==> src/design/odt_timer_pkg.sv <==
// Constants for the termination and oscillator run-time mode registers.
// Assumes a mode-register command decoder upstream that delivers one-cycle strobes.
package odt_timer_pkg;
    localparam logic [5:0] ADDR_RESERVED_15   = 6'h15;
    localparam logic [5:0] ADDR_TERMINATION   = 6'h16;
    localparam logic [5:0] ADDR_RUN_TIME      = 6'h17;
    localparam logic [7:0] TERM_RESET         = 8'h00;
    localparam logic [7:0] RUN_TIME_RESET     = 8'h00;
    localparam logic [6:0] OPC_STOP_OSC       = 7'h4D;
    localparam int         CTV_LSB            = 0;
    localparam int         CK_DIS_BIT         = 3;
    localparam int         CS_DIS_BIT         = 4;
    localparam int         CA_DIS_BIT         = 5;
    localparam int         CYCLES_PER_STEP    = 16;
    localparam logic [13:0] LONG_RUN_01       = 14'h0800;
    localparam logic [13:0] LONG_RUN_10       = 14'h1000;
    localparam logic [13:0] LONG_RUN_11       = 14'h2000;
endpackage

==> src/design/odt_and_dqs_timer_mode_regs.sv <==
// Termination mode register (two set-point copies) and the DQS interval timer run-time register.
// Assumes commands already decoded into same-clock strobes; set-point bits come from the
// frequency set-point register in the same clock domain.
`timescale 1ns/1ps

module odt_and_dqs_timer_mode_regs
    import odt_timer_pkg::*;
(
    input  wire logic       ref_clk,
    input  wire logic       nrst,
    input  wire logic       mrw_valid,
    input  wire logic       mrr_valid,
    input  wire logic [5:0] mr_addr,
    input  wire logic [7:0] mr_wdata,
    input  wire logic       write_target_set_point,
    input  wire logic       operating_set_point,
    input  wire logic       io_pull_up_cal,
    input  wire logic       mpc_valid,
    input  wire logic [6:0] mpc_opcode,
    input  wire logic       osc_start,
    output logic [7:0]      mr_rdata,
    output logic            mr_rvalid,
    output logic [2:0]      controller_termination_value,
    output logic            clock_termination_disable,
    output logic            chip_select_termination_disable,
    output logic            command_address_termination_disable,
    output logic            osc_running,
    output logic            osc_count_clear,
    output logic            illegal_term_write
);

    // ----------------------------------------
    // State
    // ----------------------------------------
    typedef struct packed {
        logic [5:0]  term_sp0;
        logic [5:0]  term_sp1;
        logic [7:0]  run_time;
        logic        running;
        logic [13:0] elapsed;
        logic [7:0]  rdata;
        logic        rvalid;
        logic [5:0]  active;
        logic        count_clear;
        logic        illegal;
    } state_type;

    state_type s_r;
    state_type s_nxt;
    logic      rst_meta_r;
    logic      rst_sync_r;
    logic [13:0] limit;

    // ----------------------------------------
    // Reset release
    // ----------------------------------------
    always_ff @(posedge ref_clk or negedge nrst)
    begin
        if (!nrst)
        begin
            rst_meta_r <= 1'b0;
            rst_sync_r <= 1'b0;
        end
        else
        begin
            rst_meta_r <= 1'b1;
            rst_sync_r <= rst_meta_r;
        end
    end

    // ----------------------------------------
    // Run-time decode
    // ----------------------------------------
    always_comb
    begin
        case (s_r.run_time[7:6])
            2'b01:   limit = LONG_RUN_01;
            2'b10:   limit = LONG_RUN_10;
            2'b11:   limit = LONG_RUN_11;
            default: limit = 14'(14'(s_r.run_time[5:0]) * 14'(CYCLES_PER_STEP));
        endcase
    end

    // ----------------------------------------
    // Next state
    // ----------------------------------------
    always_comb
    begin
        s_nxt = s_r;
        s_nxt.rvalid = 1'b0;
        s_nxt.count_clear = 1'b0;
        s_nxt.illegal = 1'b0;
        if (mrw_valid && mr_addr == ADDR_TERMINATION)
        begin
            // Upper two bits are dropped on the floor
            if (write_target_set_point)
                s_nxt.term_sp1 = mr_wdata[5:0];
            else
                s_nxt.term_sp0 = mr_wdata[5:0];
            // Flag codes 1,3,5,6 while the io bit is clear; value is still stored
            s_nxt.illegal = !io_pull_up_cal && (mr_wdata[2:0] == 3'h1 || mr_wdata[2:0] == 3'h3
                            || mr_wdata[2:0] == 3'h5 || mr_wdata[2:0] == 3'h6);
        end
        else if (mrw_valid && mr_addr == ADDR_RUN_TIME)
        begin
            s_nxt.run_time = mr_wdata;
        end
        if (mrr_valid)
        begin
            s_nxt.rvalid = 1'b1;
            if (mr_addr == ADDR_TERMINATION)
                s_nxt.rdata = {2'b00, write_target_set_point ? s_r.term_sp1 : s_r.term_sp0};
            else if (mr_addr == ADDR_RUN_TIME)
                s_nxt.rdata = s_r.run_time;
            else
                s_nxt.rdata = 8'h00;
        end
        s_nxt.active = operating_set_point ? s_nxt.term_sp1 : s_nxt.term_sp0;
        // Timer: start restarts count and clears reported oscillator count
        if (osc_start)
        begin
            s_nxt.running = 1'b1;
            s_nxt.elapsed = 14'h0001;
            s_nxt.count_clear = 1'b1;
        end
        else if (s_r.running)
        begin
            if (s_r.run_time == 8'h00)
            begin
                // Stop command only honoured in run-until-stopped mode
                if (mpc_valid && mpc_opcode == OPC_STOP_OSC)
                    s_nxt.running = 1'b0;
            end
            else if (s_r.elapsed >= limit)
                s_nxt.running = 1'b0;
            else
                s_nxt.elapsed = 14'(s_r.elapsed + 14'h0001);
        end
    end

    always_ff @(posedge ref_clk or negedge rst_sync_r)
    begin
        if (!rst_sync_r)
        begin
            s_r <= '0;
            s_r.term_sp0 <= TERM_RESET[5:0];
            s_r.term_sp1 <= TERM_RESET[5:0];
            s_r.run_time <= RUN_TIME_RESET;
        end
        else
            s_r <= s_nxt;
    end

    // ----------------------------------------
    // Outputs
    // ----------------------------------------
    always_comb
    begin
        mr_rdata = s_r.rdata;
        mr_rvalid = s_r.rvalid;
        controller_termination_value = s_r.active[CTV_LSB +: 3];
        clock_termination_disable = s_r.active[CK_DIS_BIT];
        chip_select_termination_disable = s_r.active[CS_DIS_BIT];
        command_address_termination_disable = s_r.active[CA_DIS_BIT];
        osc_running = s_r.running;
        osc_count_clear = s_r.count_clear;
        illegal_term_write = s_r.illegal;
    end

    // ----------------------------------------
    // Checks
    // ----------------------------------------
    a_short_run_stop: assert property (@(posedge ref_clk) disable iff (!rst_sync_r)
        (osc_start && s_r.run_time == 8'h03 && !mrw_valid) ##1 (!osc_start)[*8] |-> osc_running)
        else $error("timer stopped too early");
    a_stop_cmd_zero: assert property (@(posedge ref_clk) disable iff (!rst_sync_r)
        (s_r.running && s_r.run_time == 8'h00 && mpc_valid && mpc_opcode == OPC_STOP_OSC && !osc_start)
        |=> !osc_running)
        else $error("stop command ignored");
    a_zero_keeps_run: assert property (@(posedge ref_clk) disable iff (!rst_sync_r)
        (s_r.running && s_r.run_time == 8'h00 && !mpc_valid) |=> osc_running)
        else $error("zero code timer stopped alone");
    a_start_clears: assert property (@(posedge ref_clk) disable iff (!rst_sync_r)
        osc_start |=> osc_count_clear && osc_running)
        else $error("start did not clear count");
    a_active_copy: assert property (@(posedge ref_clk) disable iff (!rst_sync_r)
        ##1 controller_termination_value == ($past(operating_set_point) ? s_r.term_sp1[2:0] : s_r.term_sp0[2:0]))
        else $error("wrong set point drives termination");
    a_write_target: assert property (@(posedge ref_clk) disable iff (!rst_sync_r)
        (mrw_valid && mr_addr == ADDR_TERMINATION && write_target_set_point) |=> s_r.term_sp0 == $past(s_r.term_sp0))
        else $error("inactive write copy changed");
    a_disable_bits: assert property (@(posedge ref_clk) disable iff (!rst_sync_r)
        (mrw_valid && mr_addr == ADDR_TERMINATION && write_target_set_point == operating_set_point
         && $stable(operating_set_point)) ##1 $stable(operating_set_point)
        |-> clock_termination_disable == $past(mr_wdata[CK_DIS_BIT]))
        else $error("clock termination bit mismatch");
    a_long_limit: assert property (@(posedge ref_clk) disable iff (!rst_sync_r)
        (s_r.running && s_r.run_time[7:6] == 2'b01 && s_r.elapsed == 14'h0800 && !osc_start) |=> !osc_running)
        else $error("2048 clock stop missed");
    a_top_limit: assert property (@(posedge ref_clk) disable iff (!rst_sync_r)
        (s_r.running && s_r.run_time[7:6] == 2'b11 && s_r.elapsed == LONG_RUN_11 && !osc_start) |=> !osc_running)
        else $error("8192 clock stop missed");
    // A legal code must never be flagged, or the controller would retrain for nothing
    a_legal_quiet: assert property (@(posedge ref_clk) disable iff (!rst_sync_r)
        (mrw_valid && mr_addr == ADDR_TERMINATION && io_pull_up_cal) |=> !illegal_term_write)
        else $error("legal termination code flagged");
    a_read_answer: assert property (@(posedge ref_clk) disable iff (!rst_sync_r)
        mrr_valid |=> mr_rvalid)
        else $error("read not answered");
endmodule

==> config.mk <==
export PLATFORM = sky130hd
export DESIGN_NAME = odt_and_dqs_timer_mode_regs
export DESIGN_NICKNAME = d
export VERILOG_FILES = /design/src/design/odt_timer_pkg.sv /design/src/design/odt_and_dqs_timer_mode_regs.sv
export SDC_FILE = /design/constraint.sdc
export NUM_CORES = 1
export LEC_CHECK = 0
export BUFFER_PORTS_ARGS = -buffer_cell sky130_fd_sc_hd__buf_2
export CORE_ASPECT_RATIO = 1.1
export CORE_MARGIN = 3
export CORE_UTILIZATION = 45
export CTS_CLUSTER_DIAMETER = 80
export DETAILED_ROUTE_END_ITERATION = 16
export GPL_ROUTABILITY_DRIVEN = 0
export GPL_TIMING_DRIVEN = 1
export PLACE_DENSITY = 0.72
export SYNTH_ARGS = -nofsm -noshare
export SYNTH_HDL_FRONTEND = slang
export SYNTH_SLANG_ARGS = --single-unit
==> constraint.sdc <==
create_clock -name ref_clk -period 2 [get_ports ref_clk]
set_clock_uncertainty 0.05 [all_clocks]
set_input_delay 0 -clock ref_clk [delete_from_list [all_inputs] [get_ports ref_clk]]
set_output_delay 0 -clock ref_clk [all_outputs]
set_load 0.01 [all_outputs]
## Word-level counts from Yosys, hierarchy flattened

Cells that the tools add are included.

| operators by class | value |
|---|---|
| add/subtract/negate cells | 1 |
| magnitude comparators | 1 |
| equal/unequal tests | 12 |
| mux-type cells | 18 |
| bitwise logic cells | 1 |
| reduce and logical (&&, ||, !) cells | 12 |

Operator list:

| operator | count |
|---|---|
| $pmux 14 s3 | 1 |
| $mux 15 | 2 |
| $mux 14 | 2 |
| $mux 6 | 4 |
| $mux 8 | 2 |
| $add 14x1->14 const B | 1 |
| $ge 14x14->1 | 1 |
| $eq 6x5->1 const B | 2 |
| $mux 12 | 1 |
| $logic_not 8->1 | 1 |
| $eq 7x7->1 const B | 1 |
| $eq 3x3->1 const B | 2 |
| $mux 1 | 6 |
| $eq 2x2->1 const B | 2 |
| $logic_and 1x1->1 | 4 |
| $ne 2x2->1 const B | 2 |
| $eq 3x1->1 const B | 1 |
| $eq 3x2->1 const B | 1 |
| $logic_or 1x1->1 | 3 |
| $reduce_and 3->1 | 1 |
| $eq 2x1->1 const B | 1 |
| $reduce_and 2->1 | 1 |
| $reduce_bool 2->1 | 1 |
| $logic_not 1->1 | 1 |
| $not 1->1 | 1 |

| word-level totals | value |
|---|---|
| flip-flop bits (word level) | 54 |
| input port bits | 30 |
| output and inout bits | 18 |

## Logic depth before layout (Yosys ltp)

Gate-level depths: netlist (run 1).

| depth | value |
|---|---|
| depth in word-level cells | 7 |
| depth in mapped cells | 9 |
| mapped depth without buffers | 8 |

## Worst setup path before layout (run 1)

OpenSTA, ideal clock, no wires.

| timing | value |
|---|---|
| path type | register to register |
| start point | reg s_r[38] (netlist bit) |
| end point | reg s_r[22] (netlist bit) |
| library setup time | 0.082 ns |
| arrival time | 2.269 ns |
| required time | 1.868 ns |
| slack | -0.402 ns |
| stages on the path, launching flop included | 9 |
| period minus slack after synthesis | 2.402 ns |
| cells stage by stage | dfrtp_1 -> nor2_1 -> nand2_1 -> ha_1 -> a211o_1 -> a31oi_4 -> a21oi_2 -> or4_1 -> a31oi_1 |

| on the way | value |
|---|---|
| longest elaborated chain between the ends | 5 |
| elaborated cells on any way between the ends | 9 |

Ends and longest elaborated chain:

| element | line | source |
|---|---|---|
| start: declaration | odt_and_dqs_timer_mode_regs.sv:48 | `state_type s_r;` |
| start signal: assignment | odt_and_dqs_timer_mode_regs.sv:151 | `s_r <= s_nxt;` |
| $eq 2x2->1 or $eq 2x1->1 (tied branches) | odt_and_dqs_timer_mode_regs.sv:76 | `case (s_r.run_time[7:6])` |
| $pmux 14 s3 | odt_and_dqs_timer_mode_regs.sv:76 |  |
| $ge 14x14->1 | odt_and_dqs_timer_mode_regs.sv:134 | `else if (s_r.elapsed >= limit)` |
| $ne 2x2->1 (no source line) | -- |  |
| $reduce_and 3->1 (no source line) (*) | -- |  |

Every way passes the cells marked *; elsewhere a longest branch is shown, timed or not.
A chain may end at the register's enable or synchronous reset.

## Final worst setup path (run 1)

| timing | value |
|---|---|
| start point | reg s_r[39] (netlist bit) |
| end point | reg s_r[23] (netlist bit) |

Same word-level chain as after synthesis.

==> impl_metrics.yaml, run 1 <==
synthesis:
  ys_seq_area_frac: 0.435
  async_flop_share: 1.00
  synth_ff_type: "dfrtp_1"
  synth_top_area_cell: "dfrtp_1"
  synth_common_cells: "dfrtp_1, nor2_1, nand2_1, mux2_2, a21oi_1"
  ys_ff_latch: 54
  yosysMostFrequentCell: "dfrtp_1"
  synth-edff-count: 0
  netlist_instances: 314
  yosys_warnings: 0
  synth_area_um2: 3100
  synth_nets: 355
  syn_avg_cell_area_um2: 9.88
  synth_top_area_share: 0.435
  ys_top_cells_by_area: "dfrtp_1, mux2_2, ha_1"
  synth.distinct_cells: 54
worst_setup_path:
  ff2ff_path_depth: 9
  cp_cell_sequence: "nor2_4 > nand2_2 > ha_4 > a211o_1 > a31oi_4 > buf_4 > nand2_1 > a221oi_4 > o41ai_4"
  critPathArrivalTime_ns: 2.48
  endpoint: "s_r[23]"
  slowest_stage: "dfrtp_1"
  r2r_setup_slack_ns: -0.35
  crit_type: "reg -> reg"
  worst-path-stages: 9
  critPathLaunch: "s_r[39]"
  max_stage_delay_ns: 0.42
  path_buf_inv: 1
  cp-end-kind: "flip-flop"
  reg2reg_to: "s_r[23]"
  crit_path_max_fanout: 7
  critical_path_required_ns: 2.13
  r2r_start: "s_r[39]"
  cpLargestDelayFamily: "compound AO/OA/AOI/OAI gates"
  crit_path_start_kind: "flip-flop"
sta:
  min_period_ns: 2.35
  worst_pin_slew_ns: 0.527
  fmax_ghz: 0.426
  maxSlewHeadroom: 0.648
  fin_hold_ws_ns: 0.110
  drv_slew: 0
  setup_viol: 15
  post-route-period-util: 1.18
  rsz0062_at_grt: "yes"
  final_hold_viol_count: 0
  setup_slack_ns: -0.350
placed_design:
  dp_hpwl_mm: 5.57
  io_buffers: 47
  placement.cell_area_um2: 3680
pwr:
  power_switching_mw: 1.05
  p_clk_frac: 0.241
  intPower_mw: 2.11
  p_total_mw: 3.16
  p_seq_frac: 0.395
  power_density_nw_per_um2: 767
  p_sw_frac: 0.333
  ir_drop_mv: 0.556
  p_comb_frac: 0.364
  p_leak_nw: 1.95
clocking:
  clockBufferDepth: 2
  cts_tree: "yes"
  cts.sink_count: 54
  cts_htree_levels: 2
  cts_buffers: 5
  clock_latency_ns: 0.31
  clock_tree.root_cell: "clkbuf_8"
  clkTransAtPathRegs_ns: 0.11
floorplanning:
  rows: 31
  initial_core_util: 0.468
  core-area_um2: 6630
  die_h_um: 93.1
  ios: 48
  dieArea_um2: 7930
  die_w_um: 85.2
routing:
  drtPass1Iterations: 4
  drtIter0Drc: 127
  finalWirelength_mm: 7.78
  avgViaCountPerCell: 5.78
  antenna_left: 0
  post_drt_wl_per_cell_um: 15.9
  dr_total_vias: 2819
  drc_errors: 0
grt:
  grt_use_total: 0.208
  grt_max_degree: 23
  antenna_found_initial: 0
  grt_pass1_wl_mm: 13.4
  overflow: 0
  grt_pass1_vias: 2867
job:
  drv_cap: 0
run_status:
  outcome: "finished, violations left"
  violations: "negative setup slack"
final_layout:
  area_growth_pct: 32.5
  final_area_um2: 4110
  drive_gt1_frac: 0.367
  final_nets: 446
  nFillCells: 539
  insertedDiodeCount: 0
hold_path:
  worstHoldPathType: "in -> reg"
[worst min path at each step]
stage,end,slack [ns],from,cells past startpoint
after floorplan,rst_meta_r,-0.35,nrst,0
after global placement,rst_meta_r,-0.26,nrst,1
after detailed placement,rst_meta_r,-0.26,nrst,1
after CTS,chip_select_termination_disable,0.10,mrw_valid,5
after global routing,chip_select_termination_disable,0.13,mrw_valid,5
final,chip_select_termination_disable,0.11,mrw_valid,5
[worst min-delay path: stages]
cell      delay, ns
buf_2          0.12
inv_1          0.05
nor2_1         0.05
a21oi_1        0.14
a211oi_1       0.08
[through the flow]
step                worst slack [ns]  setup TNS (ns)  utilization  cells
global route                  -0.499           -6.79        0.620    488
global placement              -0.269           -3.43        0.555    459
detailed placement            -0.332           -4.09        0.555    459
finish                        -0.350           -4.48        0.620    488
CTS                           -0.339           -4.29        0.616    487
floorplan                     -0.196           -2.06            -    314
[registers in the layout, summed over array words and instances, names as in the netlist]
name,count
osc_running,1
chip_select_termination_disable,1
controller_termination_value,3
command_address_termination_disable,1
s_r,34
illegal_term_write,1
mr_rdata,8
mr_rvalid,1
clock_termination_disable,1
rst_sync_r,1
osc_count_clear,1
rst_meta_r,1
[cell usage in the layout, fill, tap and decap left out, types with 7 or more instances in the layout]
cell type and count:
dfrtp_1 53, buf_2 47, buf_4 40, nor2_1 25
mux2_2 20, nand2_1 18, a21oi_1 17, dlygate4sd3_1 15
nand3_1 12, o21ai_0 10, inv_1 9, ha_1 9
nor3_1 7, nor2b_1 7
[logic make-up after synthesis]
family          share of synthesized area
xor+xnor                          0.00565
simple gates                        0.192
buf+inv                            0.0573
mux                                0.0919
flops                               0.435
other cells                       0.00121
compound gates                      0.173
fa+ha+maj                          0.0444
[power by group through the flow]
stage | sequential (mW) | clock, mW | combinational [mW]
after floorplan | 1.29 | 0 | 0.498
after global placement | 1.27 | 0 | 0.876
after detailed placement | 1.27 | 0 | 0.899
after CTS | 1.25 | 0.788 | 1.12
after global routing | 1.26 | 0.828 | 1.25
final | 1.25 | 0.760 | 1.15
[routing by layer]
layer	wire length (um)	vias up	global-route usage
li1	-	1337	-
met1	3240	1351	0.252
met2	3960	114	0.366
met3	417	17	0.0335
met4	163	0	0.0858
met5	0	-	0
[layout make-up]
cell class / count / area, um2 / area share
Tap cell: 82 / 103 / 0.0249
Inverter: 9 / 33.8 / 0.00821
Multi-Input combinational cell: 227 / 1750 / 0.427
Clock buffer: 5 / 68.8 / 0.0167
Sequential cell: 54 / 1350 / 0.329
Timing Repair Buffer: 108 / 753 / 0.183
Clock inverter: 3 / 47.5 / 0.0116
[timing repair]
action,4_1_cts,5_1_grt
setup endpoints to repair,15,15
setup buffers,4,1
endpoints found under the hold margin,31,0
hold buffers,15,0
gates resized for setup,23,2
pin swaps,14,3
cloned,1,0
Power figures use the tool's default switching activity.
==> run 2: changes to the inputs <==
PLACE_DENSITY = unset   (was 0.72)
PLACE_DENSITY_LB_ADDON = 0.2   (was unset)
==> impl_metrics.yaml, run 2 (synthesis results as in run 1) <==
clocking:
  cts_buffers: 5
  clockBufferDepth: 2
  clock_tree.root_cell: "clkbuf_8"
  clkTransAtPathRegs_ns: 0.10
  cts_htree_levels: 2
  clock_latency_ns: 0.31
  cts_tree: "yes"
  cts.sink_count: 54
floorplanning:
  die_w_um: 85.2
  ios: 48
  core-area_um2: 6630
  dieArea_um2: 7930
  rows: 31
  die_h_um: 93.1
  initial_core_util: 0.468
pwr:
  ir_drop_mv: 0.462
  p_clk_frac: 0.243
  p_total_mw: 3.04
  power_switching_uw: 998
  intPower_mw: 2.04
  p_comb_frac: 0.346
  p_sw_frac: 0.328
  p_leak_nw: 1.91
  p_seq_frac: 0.411
  power_density_nw_per_um2: 747
sta:
  final_hold_viol_count: 0
  maxSlewHeadroom: 0.586
  worst_pin_slew_ns: 0.621
  min_period_ns: 2.40
  drv_slew: 0
  fmax_ghz: 0.416
  rsz0062_at_grt: "yes"
  post-route-period-util: 1.20
  setup_slack_ns: -0.401
  fin_hold_ws_ns: 0.104
  setup_viol: 15
worst_setup_path:
  crit_path_start_kind: "flip-flop"
  critPathArrivalTime_ns: 2.56
  crit_path_max_fanout: 7
  cp-end-kind: "flip-flop"
  crit_type: "reg -> reg"
  critical_path_required_ns: 2.16
routing:
  antenna_left: 0
  drtIter0Drc: 88
  avgViaCountPerCell: 5.61
  dr_total_vias: 2720
  drc_errors: 0
  post_drt_wl_per_cell_um: 15.9
  finalWirelength_mm: 7.73
  drtPass1Iterations: 4
placed_design:
  pre_cts_ws_ns: -0.351
  dp_hpwl_mm: 5.69
  placement.cell_area_um2: 3690
  io_buffers: 47
final_layout:
  nFillCells: 566
  final_nets: 443
  final_area_um2: 4070
  area_growth_pct: 31.1
  largest_reg_flops: 34
  final_common_cell: "dfrtp_1"
  final_cell_mix: "dfrtp_1, buf_2, buf_4"
  drive_gt1_frac: 0.362
  multi_input_area_um2: 1720
  regArea_um2: 1350
  top_register: "s_r"
  insertedDiodeCount: 0
grt:
  busiest_layer: "met2"
  grt_use_total: 0.205
  grt_use_met2: 0.361
  grt_pass1_vias: 2741
  grt_max_degree: 26
  grtUsageMet1: 0.249
  antenna_found_initial: 0
  grtUsageMet3: 0.0370
  overflow: 0
  grt_pass1_wl_mm: 13.0
run_status:
  outcome: "finished, violations left"
  violations: "negative setup slack"
job:
  drv_cap: 0
hold_path:
  worstHoldPathType: "in -> reg"
-- run 2: worst paths after layout --
path,startpoint,to,slack (ns),cells past startpoint
setup / recovery,s_r[38],s_r[21],-0.40,9
setup reg to reg,s_r[38],s_r[21],-0.40,9
min in group asynchronous,rst_sync_r,illegal_term_write,0.22,0
max in group asynchronous,rst_sync_r,s_r[20],1.15,1
hold / removal,mrw_valid,chip_select_termination_disable,0.10,5
hold reg to reg,rst_sync_r,illegal_term_write,0.22,0
-- run 2: per-layer routing --
| metal | wire (um) | up-vias | share of wire |
|---|---|---|---|
| li1 | - | 1327 | - |
| met2 | 4070 | 63 | 0.53 |
| met3 | 246 | 13 | 0.032 |
| met5 | 0 | - | 0 |
| met4 | 156 | 0 | 0.020 |
| met1 | 3250 | 1317 | 0.42 |
-- run 2: through the flow --
| stage | cells | TNS (ns) | utilization |
|---|---|---|---|
| floorplan | 314 | -2.06 | - |
| global placement | 459 | -3.33 | 0.557 |
| detailed placement | 459 | -4.38 | 0.557 |
| CTS | 484 | -4.50 | 0.608 |
| global route | 485 | -6.63 | 0.613 |
| finish | 485 | -4.73 | 0.613 |
-- run 2: final cells by class --
class	count	area share
multi-input cells	226	0.424
repair buffers	106	0.183
well taps	82	0.0252
clock buffers	6	0.0178
flip-flops and latches	54	0.332
clock inverters	2	0.00923
inverters	9	0.00830
-- run 2: what timing repair did --
action	4_1_cts	5_1_grt
setup buffers	1	1
resized for setup	12	9
hold endpoints to repair	31	0
hold buffers	16	0
pin swaps	21	3
setup endpoints to repair	15	15
cloned	0	0
-- run 2: worst max-delay path, cell delays in order, from the launching register on --
cell and delay, ns:
dfrtp_1 0.42, nor2_4 0.21, nand2_2 0.09, ha_4 0.29, o211ai_1 0.09, a311o_1 0.42
buf_6 0.17, a211oi_4 0.35, o31ai_2 0.12, o41ai_2 0.08
-- run 2: power groups by stage --
stage                     clock network, mW  logic [mW]  registers [mW]
final                                 0.738        1.05            1.25
after global routing                  0.815        1.14            1.26
after CTS                             0.765        1.00            1.25
after detailed placement                  0       0.913            1.27
after global placement                    0       0.895            1.27
after floorplan                           0       0.498            1.29
